## config.mk

```make
export PLATFORM = sky130hd
export DESIGN_NAME = mss_startup_regs
export DESIGN_NICKNAME = d
export VERILOG_FILES = /design/src/mss_pkg.sv /design/src/mss_decode.sv /design/src/mss_axil_slave.sv /design/src/mss_startup_regs.sv
export SDC_FILE = /design/constraint.sdc
export NUM_CORES = 1
export LEC_CHECK = 0
export ABC_AREA = 1
export BUFFER_PORTS_ARGS = -buffer_cell sky130_fd_sc_hd__buf_2
export CAP_MARGIN = 20
export CORE_MARGIN = 2
export CORE_UTILIZATION = 46
export CTS_CLUSTER_DIAMETER = 80
export DETAILED_ROUTE_END_ITERATION = 7
export PLACE_DENSITY = 0.75
export SYNTH_ARGS = -nofsm -noshare
export SYNTH_HDL_FRONTEND = slang
export SYNTH_SLANG_ARGS = --single-unit
```

## constraint.sdc

```tcl
create_clock -name aclk -period 1.8 [get_ports aclk]
set_clock_uncertainty 0.1 [all_clocks]
set_input_delay 0.36 -clock aclk [delete_from_list [all_inputs] [get_ports aclk]]
set_output_delay 0.36 -clock aclk [all_outputs]
set_load 0.05 [all_outputs]
```

## src/mss_pkg.sv

```systemverilog
// Purpose: shared constants and types for the startup settings register
// Assumes: one aligned 32-bit word per register on an AXI4-Lite bus
// Notes: field positions and decode tables live here
package mss_pkg;

	// ----------------------------------------
	// register map
	// ----------------------------------------
	localparam logic [7:0] MSS_ADDR_STARTUP = 8'h84;
	localparam logic [7:0] MSS_ADDR_DECODED = 8'h88;
	localparam logic [31:0] MSS_RESET_STARTUP = 32'h0000_0000;
	localparam logic [1:0] MSS_RESP_OKAY = 2'b00;
	localparam logic [1:0] MSS_RESP_SLVERR = 2'b10;

	// ----------------------------------------
	// field positions
	// ----------------------------------------
	localparam int MSS_POS_PARITY = 31;
	localparam int MSS_POS_METHOD = 29;
	localparam int MSS_POS_RAMP = 25;
	localparam int MSS_POS_ALIGN_TIME = 21;
	localparam int MSS_POS_PHASE_CAP = 17;
	localparam int MSS_POS_PULSE_RATE = 14;
	localparam int MSS_POS_THRESHOLD = 9;
	localparam int MSS_POS_RELEASE = 8;
	localparam int MSS_POS_ADVANCE = 6;
	localparam int MSS_POS_REPEAT = 4;
	localparam int MSS_POS_CAP_SRC = 3;
	localparam int MSS_POS_RAMPDOWN = 2;
	localparam int MSS_POS_BRAKE = 1;
	localparam int MSS_POS_REVERSE = 0;

	// ----------------------------------------
	// decode limits
	// ----------------------------------------
	localparam logic [4:0] MSS_THRESHOLD_MAX_CODE = 5'h11;
	localparam logic [3:0] MSS_RAMP_UNLIMITED_CODE = 4'hf;
	localparam int MSS_ALIGN_TIME_BASE_MS = 10;
	localparam int MSS_CLK_HZ = 10000000;

	typedef enum logic [1:0] {
		MSS_START_ALIGN,
		MSS_START_DOUBLE_ALIGN,
		MSS_START_POSITION_DETECT,
		MSS_START_SLOW_CYCLE
	} mss_method_t;

	typedef struct packed {
		logic parity;
		mss_method_t start_method_sel;
		logic [3:0] current_ramp_rate;
		logic [3:0] align_time;
		logic [3:0] start_phase_current_cap;
		logic [2:0] position_probe_pulse_rate;
		logic [4:0] position_probe_current_threshold;
		logic position_probe_release_sel;
		logic [1:0] position_probe_advance;
		logic [1:0] position_probe_repeat_count;
		logic open_loop_cap_source_sel;
		logic torque_current_rampdown_en;
		logic active_brake_en;
		logic reverse_param_source_sel;
	} mss_fields_t;

	typedef struct packed {
		logic single_align;
		logic double_align;
		logic position_detect;
		logic slow_cycle;
		logic ramp_unlimited;
		logic [2:0] probe_runs_minus1;
		logic threshold_valid;
		logic tristate_release;
		logic use_general_cap;
		logic use_reverse_params;
		logic rampdown_en;
		logic brake_en;
		logic [6:0] advance_deg;
		logic [13:0] probe_rate_hz;
		logic [13:0] align_time_ms;
	} mss_ctrl_t;

	// align time per code, ms
	localparam logic [13:0] MSS_ALIGN_MS [16] = '{
		14'd10, 14'd50, 14'd100, 14'd200, 14'd300, 14'd400, 14'd500, 14'd750,
		14'd1000, 14'd1500, 14'd2000, 14'd3000, 14'd4000, 14'd5000, 14'd7500, 14'd10000};
	// probe pulse rate per code, Hz
	localparam logic [13:0] MSS_PROBE_HZ [8] = '{
		14'd50, 14'd100, 14'd250, 14'd500, 14'd1000, 14'd2000, 14'd5000, 14'd10000};

endpackage : mss_pkg

```

## src/mss_decode.sv

```systemverilog
// Purpose: turns raw field codes into control levels
// Assumes: purely combinational
// Notes: outputs are registered by the top
`timescale 1ns/1ps
`default_nettype none
module mss_decode
	import mss_pkg::*;
(
	input wire mss_fields_t fields,
	output mss_ctrl_t ctrl
);

	always_comb begin
		ctrl = '0;
		case (fields.start_method_sel)
			MSS_START_ALIGN: ctrl.single_align = 1'b1;
			MSS_START_DOUBLE_ALIGN: ctrl.double_align = 1'b1;
			MSS_START_POSITION_DETECT: ctrl.position_detect = 1'b1;
			MSS_START_SLOW_CYCLE: ctrl.slow_cycle = 1'b1;
			default: ctrl.single_align = 1'b1;
		endcase
		ctrl.ramp_unlimited = (fields.current_ramp_rate == MSS_RAMP_UNLIMITED_CODE);
		ctrl.align_time_ms = MSS_ALIGN_MS[fields.align_time];
		ctrl.probe_rate_hz = MSS_PROBE_HZ[fields.position_probe_pulse_rate];
		ctrl.threshold_valid = (fields.position_probe_current_threshold <= MSS_THRESHOLD_MAX_CODE);
		ctrl.tristate_release = fields.position_probe_release_sel;
		ctrl.advance_deg = 7'(30 * fields.position_probe_advance);
		ctrl.probe_runs_minus1 = {1'b0, fields.position_probe_repeat_count};
		ctrl.use_general_cap = fields.open_loop_cap_source_sel;
		ctrl.rampdown_en = fields.torque_current_rampdown_en;
		ctrl.brake_en = fields.active_brake_en;
		ctrl.use_reverse_params = fields.reverse_param_source_sel;
	end

endmodule : mss_decode
`default_nettype wire

```

## src/mss_axil_slave.sv

```systemverilog
// Purpose: AXI4-Lite slave front end, single outstanding write and read
// Assumes: aw and w may arrive in either order
// Notes: reports a write strobe and a read address to the top
`timescale 1ns/1ps
`default_nettype none
module mss_axil_slave
	import mss_pkg::*;
(
	input wire logic aclk,
	input wire logic aresetn,
	input wire logic [7:0] s_awaddr,
	input wire logic s_awvalid,
	output logic s_awready,
	input wire logic [31:0] s_wdata,
	input wire logic [3:0] s_wstrb,
	input wire logic s_wvalid,
	output logic s_wready,
	output logic [1:0] s_bresp,
	output logic s_bvalid,
	input wire logic s_bready,
	input wire logic [7:0] s_araddr,
	input wire logic s_arvalid,
	output logic s_arready,
	output logic [31:0] s_rdata,
	output logic [1:0] s_rresp,
	output logic s_rvalid,
	input wire logic s_rready,
	output logic wr_en,
	output logic [7:0] wr_addr,
	output logic [31:0] wr_data,
	output logic [3:0] wr_strb,
	input wire logic wr_ok,
	output logic [7:0] rd_addr,
	input wire logic [31:0] rd_data,
	input wire logic rd_ok
);

	logic aw_have_q;
	logic w_have_q;
	logic wr_fire;

	// ----------------------------------------
	// write channel
	// ----------------------------------------
	// readies are flops: low while a beat is held or a response waits
	assign wr_fire = aw_have_q && w_have_q && !s_bvalid;
	assign wr_en = wr_fire;

	always_ff @(posedge aclk) begin
		if (!aresetn) begin
			aw_have_q <= 1'b0;
			w_have_q <= 1'b0;
			s_awready <= 1'b1;
			s_wready <= 1'b1;
			wr_addr <= '0;
			wr_data <= '0;
			wr_strb <= '0;
			s_bvalid <= 1'b0;
			s_bresp <= MSS_RESP_OKAY;
		end else begin
			if (s_awvalid && s_awready) begin
				aw_have_q <= 1'b1;
				s_awready <= 1'b0;
				wr_addr <= s_awaddr;
			end
			if (s_wvalid && s_wready) begin
				w_have_q <= 1'b1;
				s_wready <= 1'b0;
				wr_data <= s_wdata;
				wr_strb <= s_wstrb;
			end
			if (wr_fire) begin
				aw_have_q <= 1'b0;
				w_have_q <= 1'b0;
				s_bvalid <= 1'b1;
				s_bresp <= wr_ok ? MSS_RESP_OKAY : MSS_RESP_SLVERR;
			end else if (s_bvalid && s_bready) begin
				s_bvalid <= 1'b0;
				s_awready <= 1'b1;
				s_wready <= 1'b1;
			end
		end
	end

	// ----------------------------------------
	// read channel
	// ----------------------------------------
	assign rd_addr = s_araddr;

	always_ff @(posedge aclk) begin
		if (!aresetn) begin
			s_rvalid <= 1'b0;
			s_arready <= 1'b1;
			s_rdata <= '0;
			s_rresp <= MSS_RESP_OKAY;
		end else if (s_arvalid && s_arready) begin
			s_rvalid <= 1'b1;
			s_arready <= 1'b0;
			s_rdata <= rd_ok ? rd_data : 32'h0000_0000;
			s_rresp <= rd_ok ? MSS_RESP_OKAY : MSS_RESP_SLVERR;
		end else if (s_rvalid && s_rready) begin
			s_rvalid <= 1'b0;
			s_arready <= 1'b1;
		end
	end

endmodule : mss_axil_slave
`default_nettype wire

```

## src/mss_startup_regs.sv

```systemverilog
// Purpose: motor startup settings register with decoded control outputs
// Assumes: single clock aclk, synchronous active-low reset
// Notes: second word reads back decoded state
//
// Chosen here: the register offsets and the AXI4-Lite register port.
`timescale 1ns/1ps
`default_nettype none

module mss_startup_regs
	import mss_pkg::*;
(
	input wire logic aclk,
	input wire logic aresetn,
	input wire logic [7:0] s_awaddr,
	input wire logic s_awvalid,
	output logic s_awready,
	input wire logic [31:0] s_wdata,
	input wire logic [3:0] s_wstrb,
	input wire logic s_wvalid,
	output logic s_wready,
	output logic [1:0] s_bresp,
	output logic s_bvalid,
	input wire logic s_bready,
	input wire logic [7:0] s_araddr,
	input wire logic s_arvalid,
	output logic s_arready,
	output logic [31:0] s_rdata,
	output logic [1:0] s_rresp,
	output logic s_rvalid,
	input wire logic s_rready,
	output mss_fields_t fields_q,
	output mss_ctrl_t ctrl_q
);

	logic wr_en;
	logic [7:0] wr_addr;
	logic [31:0] wr_data;
	logic [3:0] wr_strb;
	logic wr_ok;
	logic [7:0] rd_addr;
	logic [31:0] rd_data;
	logic rd_ok;
	logic [31:0] reg_q;
	logic [31:0] reg_d;
	mss_ctrl_t ctrl_d;

	// ----------------------------------------
	// bus front end
	// ----------------------------------------
	mss_axil_slave u_bus (
		.aclk(aclk),
		.aresetn(aresetn),
		.s_awaddr(s_awaddr),
		.s_awvalid(s_awvalid),
		.s_awready(s_awready),
		.s_wdata(s_wdata),
		.s_wstrb(s_wstrb),
		.s_wvalid(s_wvalid),
		.s_wready(s_wready),
		.s_bresp(s_bresp),
		.s_bvalid(s_bvalid),
		.s_bready(s_bready),
		.s_araddr(s_araddr),
		.s_arvalid(s_arvalid),
		.s_arready(s_arready),
		.s_rdata(s_rdata),
		.s_rresp(s_rresp),
		.s_rvalid(s_rvalid),
		.s_rready(s_rready),
		.wr_en(wr_en),
		.wr_addr(wr_addr),
		.wr_data(wr_data),
		.wr_strb(wr_strb),
		.wr_ok(wr_ok),
		.rd_addr(rd_addr),
		.rd_data(rd_data),
		.rd_ok(rd_ok)
	);

	// ----------------------------------------
	// address decode
	// ----------------------------------------
	assign wr_ok = (wr_addr == MSS_ADDR_STARTUP);
	assign rd_ok = (rd_addr == MSS_ADDR_STARTUP) || (rd_addr == MSS_ADDR_DECODED);

	always_comb begin
		rd_data = 32'h0000_0000;
		case (rd_addr)
			MSS_ADDR_STARTUP: rd_data = reg_q;
			MSS_ADDR_DECODED: rd_data = {ctrl_q.ramp_unlimited, ctrl_q.probe_runs_minus1,
				ctrl_q.align_time_ms, ctrl_q.probe_rate_hz};
			default: rd_data = 32'h0000_0000;
		endcase
	end

	// ----------------------------------------
	// byte-lane write merge
	// ----------------------------------------
	for (genvar b = 0; b < 4; b++) begin : g_lane
		assign reg_d[8*b +: 8] = (wr_en && wr_ok && wr_strb[b]) ? wr_data[8*b +: 8] : reg_q[8*b +: 8];
	end

	always_ff @(posedge aclk) begin
		if (!aresetn) begin
			reg_q <= MSS_RESET_STARTUP;
		end else begin
			reg_q <= reg_d;
		end
	end

	// ----------------------------------------
	// field outputs
	// ----------------------------------------
	always_ff @(posedge aclk) begin
		if (!aresetn) begin
			fields_q <= mss_fields_t'(MSS_RESET_STARTUP);
		end else begin
			fields_q.parity <= reg_d[MSS_POS_PARITY];
			fields_q.start_method_sel <= mss_method_t'(reg_d[MSS_POS_METHOD +: 2]);
			fields_q.current_ramp_rate <= reg_d[MSS_POS_RAMP +: 4];
			fields_q.align_time <= reg_d[MSS_POS_ALIGN_TIME +: 4];
			fields_q.start_phase_current_cap <= reg_d[MSS_POS_PHASE_CAP +: 4];
			fields_q.position_probe_pulse_rate <= reg_d[MSS_POS_PULSE_RATE +: 3];
			fields_q.position_probe_current_threshold <= reg_d[MSS_POS_THRESHOLD +: 5];
			fields_q.position_probe_release_sel <= reg_d[MSS_POS_RELEASE];
			fields_q.position_probe_advance <= reg_d[MSS_POS_ADVANCE +: 2];
			fields_q.position_probe_repeat_count <= reg_d[MSS_POS_REPEAT +: 2];
			fields_q.open_loop_cap_source_sel <= reg_d[MSS_POS_CAP_SRC];
			fields_q.torque_current_rampdown_en <= reg_d[MSS_POS_RAMPDOWN];
			fields_q.active_brake_en <= reg_d[MSS_POS_BRAKE];
			fields_q.reverse_param_source_sel <= reg_d[MSS_POS_REVERSE];
		end
	end

	// ----------------------------------------
	// decoded control
	// ----------------------------------------
	mss_decode u_dec (
		.fields(mss_fields_t'(reg_d)),
		.ctrl(ctrl_d)
	);

	always_ff @(posedge aclk) begin
		if (!aresetn) begin
			ctrl_q <= '0;
			ctrl_q.single_align <= 1'b1;
			ctrl_q.threshold_valid <= 1'b1;
			ctrl_q.align_time_ms <= MSS_ALIGN_MS[0];
			ctrl_q.probe_rate_hz <= MSS_PROBE_HZ[0];
		end else begin
			ctrl_q <= ctrl_d;
		end
	end

endmodule : mss_startup_regs
`default_nettype wire

```

Word-level counts from Yosys, hierarchy flattened --
Memories as Yosys holds them, arrays and structs flattened. A register that Yosys moved wholly into a read port is not among the register bits. Index checks and enable logic that the tools add are counted.
Storage, ports and cells: word-level logic and storage cells 102, register bits after elaboration 172, ROM bits 336, bits of input ports 59, memories 2
Memories:
- (name not given) | words 16, width 14, read ports 1, clocked after Yosys merged registers in 1, wr ports 0, RTL line mss_decode.sv:23 | ctrl.align_time_ms = MSS_ALIGN_MS[fields.align_time];
- (name not given) | words 8, width 14, read ports 1, clocked after Yosys merged registers in 1, wr ports 0, RTL line mss_decode.sv:24 | ctrl.probe_rate_hz = MSS_PROBE_HZ[fields.position_probe_pulse_rate];
Operators by class: multiplexer cells 25, equal/unequal tests 7, magnitude comparators 1, bitwise gates (word level) 3, multiply operators 1, reductions and logical operators 20
Operators by type and width (count):
- 32-bit two-way mux | 2
- 32-bit case mux with 2 select lines | 1
- 8-bit two-way mux | 4
- 8-bit equality test (second input constant) | 3
- 1-bit two-way mux | 16
- 1-bit logical AND | 12
- 4-bit by 2-bit multiplier with 6-bit output (first input constant) | 1
- 5-bit less-or-equal comparator (second input constant) | 1
- 4-bit NOT with 5-bit output | 1
- 2-bit equality test (second input constant) | 2
- 4-bit equality test (second input constant) | 1
- 2-bit two-way mux | 2
- 3-bit NOT with 4-bit output | 1
- 2-bit nonzero test | 2
- 1-bit zero test | 3
- 2-bit by 1-bit equality test with 1-bit output (second input constant) | 1
- 2-bit zero test | 1
- 2-bit OR reduction | 1
- 1-bit logical OR | 1
- 1-bit NOT | 1

Logic depth before layout (Yosys ltp) --
word-level depth 7, mapped depth 14, mapped depth without buffers 14

Modules after synthesis --
A second synthesis with hierarchy kept.
Second synthesis, totals: cell total of the unflattened synthesis 1117, area, all modules 7863.8 sq um
By module, submodules not included:
- mss_startup_regs | cells each 517, sequential area each 1621.6 sq um, area an instance 3787.4 sq um, times used 1
- mss_axil_slave | cells each 480, sequential area each 1701.6 sq um, area an instance 3424.5 sq um, times used 1
- mss_decode | cells each 120, sequential area each 0.0 sq um, area an instance 651.9 sq um, times used 1

Worst setup path before layout --
OpenSTA, ideal clock, no wires.
kind reg-to-reg, start point reg u_bus.s_bvalid, end point reg, netlist name ctrl_q[4], period minus slack after synthesis 2181 ps, path slack -381 ps, buffers on the path 0, arrival time 1969 ps, stages on the path, launching flop included 13, cells stage by stage dfxtp_1 inv_2 nand3_2 nor2_8 nand3_4 nand2_1 nand2_1 clkinv_1 ha_1 nand3_1 nand2_1 nand2_1 nand2_1
Between the ends: cells in the longest elaborated chain, start to end 6
Ends and longest elaborated chain:
- start, declared | RTL line mss_axil_slave.sv:19 | output logic s_bvalid,
- start signal, assigned | RTL line mss_axil_slave.sv:58 | s_bvalid <= 1'b0;
- start signal, assigned | RTL line mss_axil_slave.sv:75 | s_bvalid <= 1'b1;
- start signal, assigned | RTL line mss_axil_slave.sv:78 | s_bvalid <= 1'b0;
- 1-bit zero test | RTL line mss_axil_slave.sv:46 | assign wr_fire = aw_have_q && w_have_q && !s_bvalid;
- 1-bit logical AND | RTL line mss_axil_slave.sv:46
- 1-bit logical AND (2 in a row) | RTL line mss_startup_regs.sv:100 | assign reg_d[8*b +: 8] = (wr_en && wr_ok && wr_strb[b]) ? wr_data[8*b +: 8] : reg_q[8*b +: 8];
- 8-bit two-way mux | RTL line mss_startup_regs.sv:100
- named net reg_d[22] | RTL line mss_startup_regs.sv:44 | logic [31:0] reg_d;
- 4-bit NOT with 5-bit output (not written as such) | RTL line mss_decode.sv:23
The timed path passes the listed nets, and every way through them passes these cells. A chain may end at the register's enable or synchronous reset.

Final worst setup path --
start point reg u_bus.wr_addr[2], end point reg, netlist name ctrl_q[3]
Between the ends: cells in the longest elaborated chain, start to end 5
Ends and longest elaborated chain:
- start, declared | RTL line mss_axil_slave.sv:29 | output logic [7:0] wr_addr,
- start signal, assigned | RTL line mss_axil_slave.sv:64 | wr_addr <= s_awaddr;
- 8-bit equality test | RTL line mss_startup_regs.sv:83 | assign wr_ok = (wr_addr == MSS_ADDR_STARTUP);
- 1-bit logical AND (2 in a row) | RTL line mss_startup_regs.sv:100
- 8-bit two-way mux | RTL line mss_startup_regs.sv:100
- named net reg_d[21] | RTL line mss_startup_regs.sv:44
- 4-bit NOT with 5-bit output (not written as such) | RTL line mss_decode.sv:23
The timed path passes the listed nets, and every way through them passes these cells.

==> impl_metrics.yaml <==
logic_synthesis:
  ys_warn_count: 0
  synth_flop_cell: "dfxtp_1"
  synth_edf_count: 0
  syn_area_um2: 6250
  yosys.area.top_type: "dfxtp_1"
  synth_area_leaders: "dfxtp_1, nand2_1, nor2_1"
  ys_ff_latch: 151
  synth_top_area_share_pct: 48.3
  async_flop_share_pct: 0
  synthDistinctLibCells: 36
  synthCells: 851
  synth-seq-area-share_pct: 48.3
  synth.avg_cell_area_um2: 7.35
cells_and_area:
  final_util_pct: 62.0
  nets: 1109
  drive_above_1_share_pct: 30.3
  final_common_cell: "nand2_1"
  layout_common_cells: "nand2_1, buf_2, nor2_1"
  diodes: 0
  fillers: 1261
  area_growth_pct: 31.2
power_and_ir_drop:
  max-vdd-ir-drop_v: 0.000590
  power_density_nw_per_um2: 925
  leakage_uw: 0.00412
routing:
  ant_nets: 0
  routed_wl_um: 16300
  via_per_inst: 4.70
  dr.pass1.iters: 5
  drc_errors: 0
  wl_per_cell_um: 13.3
  drt_iter0_drc: 325
  dr_total_vias: 5775
cts:
  htree_levels: 4
  cts_root_buf: "clkbuf_16"
  ctsHoldBuffers: 0
  cts_tree: "built"
  cts_inserted_buffers: 17
  clockBufferDepth: 2
  clock_latency_ns: 0.42
  clock-sinks: 151
  clk_pin_slew_worst_paths_ns: 0.06
timing:
  finalCritPeriodShare_pct: 102
  rsz0062_at_grt: "true"
  min_period_ns: 1.84
  finalWorstSetupSlack_ns: -0.0361
  setup_violations: 1
  timing.hold.ws_ns: 0.0272
  hold_viol_final: 0
  max_freq_mhz: 545
  slew_violations: 0
global_route:
  grt_max_degree: 50
  grt_use_total_pct: 22.5
  grt-ovfl-total: 0
  antenna_found_initial: 0
  grt_pass1_wl_um: 25700
  grt_pass1_vias: 5243
run_status:
  status: "complete, but fails checks"
  violations: "negative setup slack"
worst_setup_path:
  crit_family: "simple AND/OR/NAND/NOR gates"
  slowest_delay_ns: 0.33
  r2r_start: "u_bus.wr_addr[2]$_SDFFE_PN0P_"
  critPathArrivalTime_ns: 2.04
  crit_slowest_cell: "dfxtp_2"
  crit_required_ns: 2.00
  critPathKind: "reg2reg"
  cp_max_fo: 4
  worst_path_most_repeated_cell: "nand2_4"
  worstPathCellList: "inv_2 -> nor2_2 -> nand2_2 -> nor2_8 -> nand3_4 -> nand2_4 -> nand2_4 -> ha_4 -> nor3_1 -> nor2_1"
  path_buf_inv: 1
  reg2reg_depth: 10
  cp-start-kind: "flop"
  rrSetupSlack_ns: -0.04
  endpoint_kind: "flop"
  r2r_end: "ctrl_q[3]$_SDFF_PN1_"
place:
  numPortBuffers: 173
  dp_hpwl_um: 11900
  gp_congestion: 0.838
floorplanning:
  core-area_um2: 13200
  initial_core_util_pct: 47.2
  die_height_um: 121
  die_area_um2: 14500
  ios: 181
  placementRows: 42
  die_w_um: 121
min_path:
  hp-start: "s_wvalid"
  hold_path_depth: 2
  worstHoldEndpoint: "u_bus.s_wready$_SDFF_PN1_"
  hold_class: "in2reg"
run:
  maxCapViolCount: 0
==> cell families after synthesis <==
group	count (synthesis)	share of synthesized area, %
AND/OR/NAND/NOR	429	30.0
AO/OA/AOI/OAI	115	9.55
flip-flops	151	48.3
other	1	0.0600
buffers and inverters	145	10.0
adder cells (fa/ha/maj)	10	2.00
==> worst max path at each step <==
stage                                       start                    end  cells after the start
floorplan             u_bus.s_bvalid$_SDFFE_PN0P_   ctrl_q[3]$_SDFF_PN1_                     12
CTS                 u_bus.wr_addr[5]$_SDFFE_PN0P_  ctrl_q[30]$_SDFF_PN0_                     11
finish              u_bus.wr_addr[2]$_SDFFE_PN0P_   ctrl_q[3]$_SDFF_PN1_                     10
global route        u_bus.wr_addr[2]$_SDFFE_PN0P_  ctrl_q[18]$_SDFF_PN1_                     12
detailed placement  u_bus.wr_addr[6]$_SDFFE_PN0P_   ctrl_q[3]$_SDFF_PN1_                     13
global placement    u_bus.wr_addr[0]$_SDFFE_PN0P_   ctrl_q[3]$_SDFF_PN1_                     13
==> metrics by stage <==
| step | worst slack, ns | instances | power [uW] | TNS, ns | cell area [um2] |
|---|---|---|---|---|---|
| floorplan | 0.00434 | 857 | 4270 | 0 | 6320 |
| CTS | 0.00305 | 1222 | 7610 | 0 | 8010 |
| detailed placement | -0.0836 | 1186 | 4530 | -0.251 | 7440 |
| global placement | -0.0354 | 1186 | 4510 | -0.0956 | 7440 |
| global route | -0.0980 | 1228 | 7900 | -1.03 | 8200 |
| finish | -0.0361 | 1228 | 7590 | -0.0361 | 8200 |
==> registers in the layout (all words and copies together), names as in the netlist <==
| name | count |
|---|---|
| u_bus.s_awready | 1 |
| u_bus.s_rresp | 1 |
| u_bus.s_arready | 1 |
| u_bus.s_rdata | 32 |
| u_bus.aw_have_q | 1 |
| u_bus.wr_strb | 4 |
| u_bus.s_rvalid | 1 |
| u_bus.s_wready | 1 |
| u_bus.wr_data | 32 |
| ctrl_q | 34 |
| u_bus.wr_addr | 8 |
| u_bus.s_bresp | 1 |
| u_bus.w_have_q | 1 |
| reg_q | 13 |
| fields_q | 19 |
| u_bus.s_bvalid | 1 |
==> layout make-up <==
| type | instances | area, um2 | share of cell area, % |
|---|---|---|---|
| sequential | 151 | 3040 | 37.0 |
| multi-input combinational | 561 | 2810 | 34.2 |
| clock inverter | 4 | 22.5 | 0.275 |
| clock buffer | 27 | 483 | 5.89 |
| timing repair buffer | 218 | 1280 | 15.6 |
| tap | 176 | 220 | 2.68 |
| inverter | 91 | 354 | 4.32 |
==> Yosys cell counts (2+ instances only) <==
master,n
nand2_4,3
nor2_4,3
inv_1,81
nand3_2,2
nand3_4,3
o21ai_1,5
and2_1,2
nand2_1,195
nor2_2,5
clkinv_1,3
buf_2,9
o21ai_2,3
buf_1,2
nand2_2,4
o21ai_0,62
a21oi_1,41
ha_1,10
dfxtp_1,151
o21a_1,2
nor2_1,151
inv_2,7
clkbuf_1,25
nand3_1,40
nand4_1,3
buf_4,17
nor2_8,2
nor4_1,2
nor3_1,10
==> power by group <==
group          switching (uW)  leakage [uW]  internal (uW)  total [uW]
clock network            1280      0.000245           1820        3100
registers                85.9       0.00124           3490        3580
logic                     621       0.00264            291         912
==> what timing repair did <==
item                                   4_1_cts  5_1_grt
pin swaps                                    5       17
setup endpoints to repair                    9       28
endpoints found under the hold margin        0        0
buffers inserted                             5        6
resized for setup                            8       41
==> worst reg2reg max path: cells and delay by family, from the launching register on <==
kind,cells,cell delay [ns]
and+or+nand+nor,8,0.98
DFF,1,0.33
adders and majority gates,1,0.26
buffers and inverters,1,0.04
==> per-layer routing <==
metal	GRT usage (%)	up-vias	share of wire, %
met5	0	-	0
met1	30.8	2583	47
met4	8.07	0	1.7
li1	-	3000	-
met3	6.04	23	5.8
met2	34.3	169	45
No activity file was read; power rests on OpenSTA's default activity.
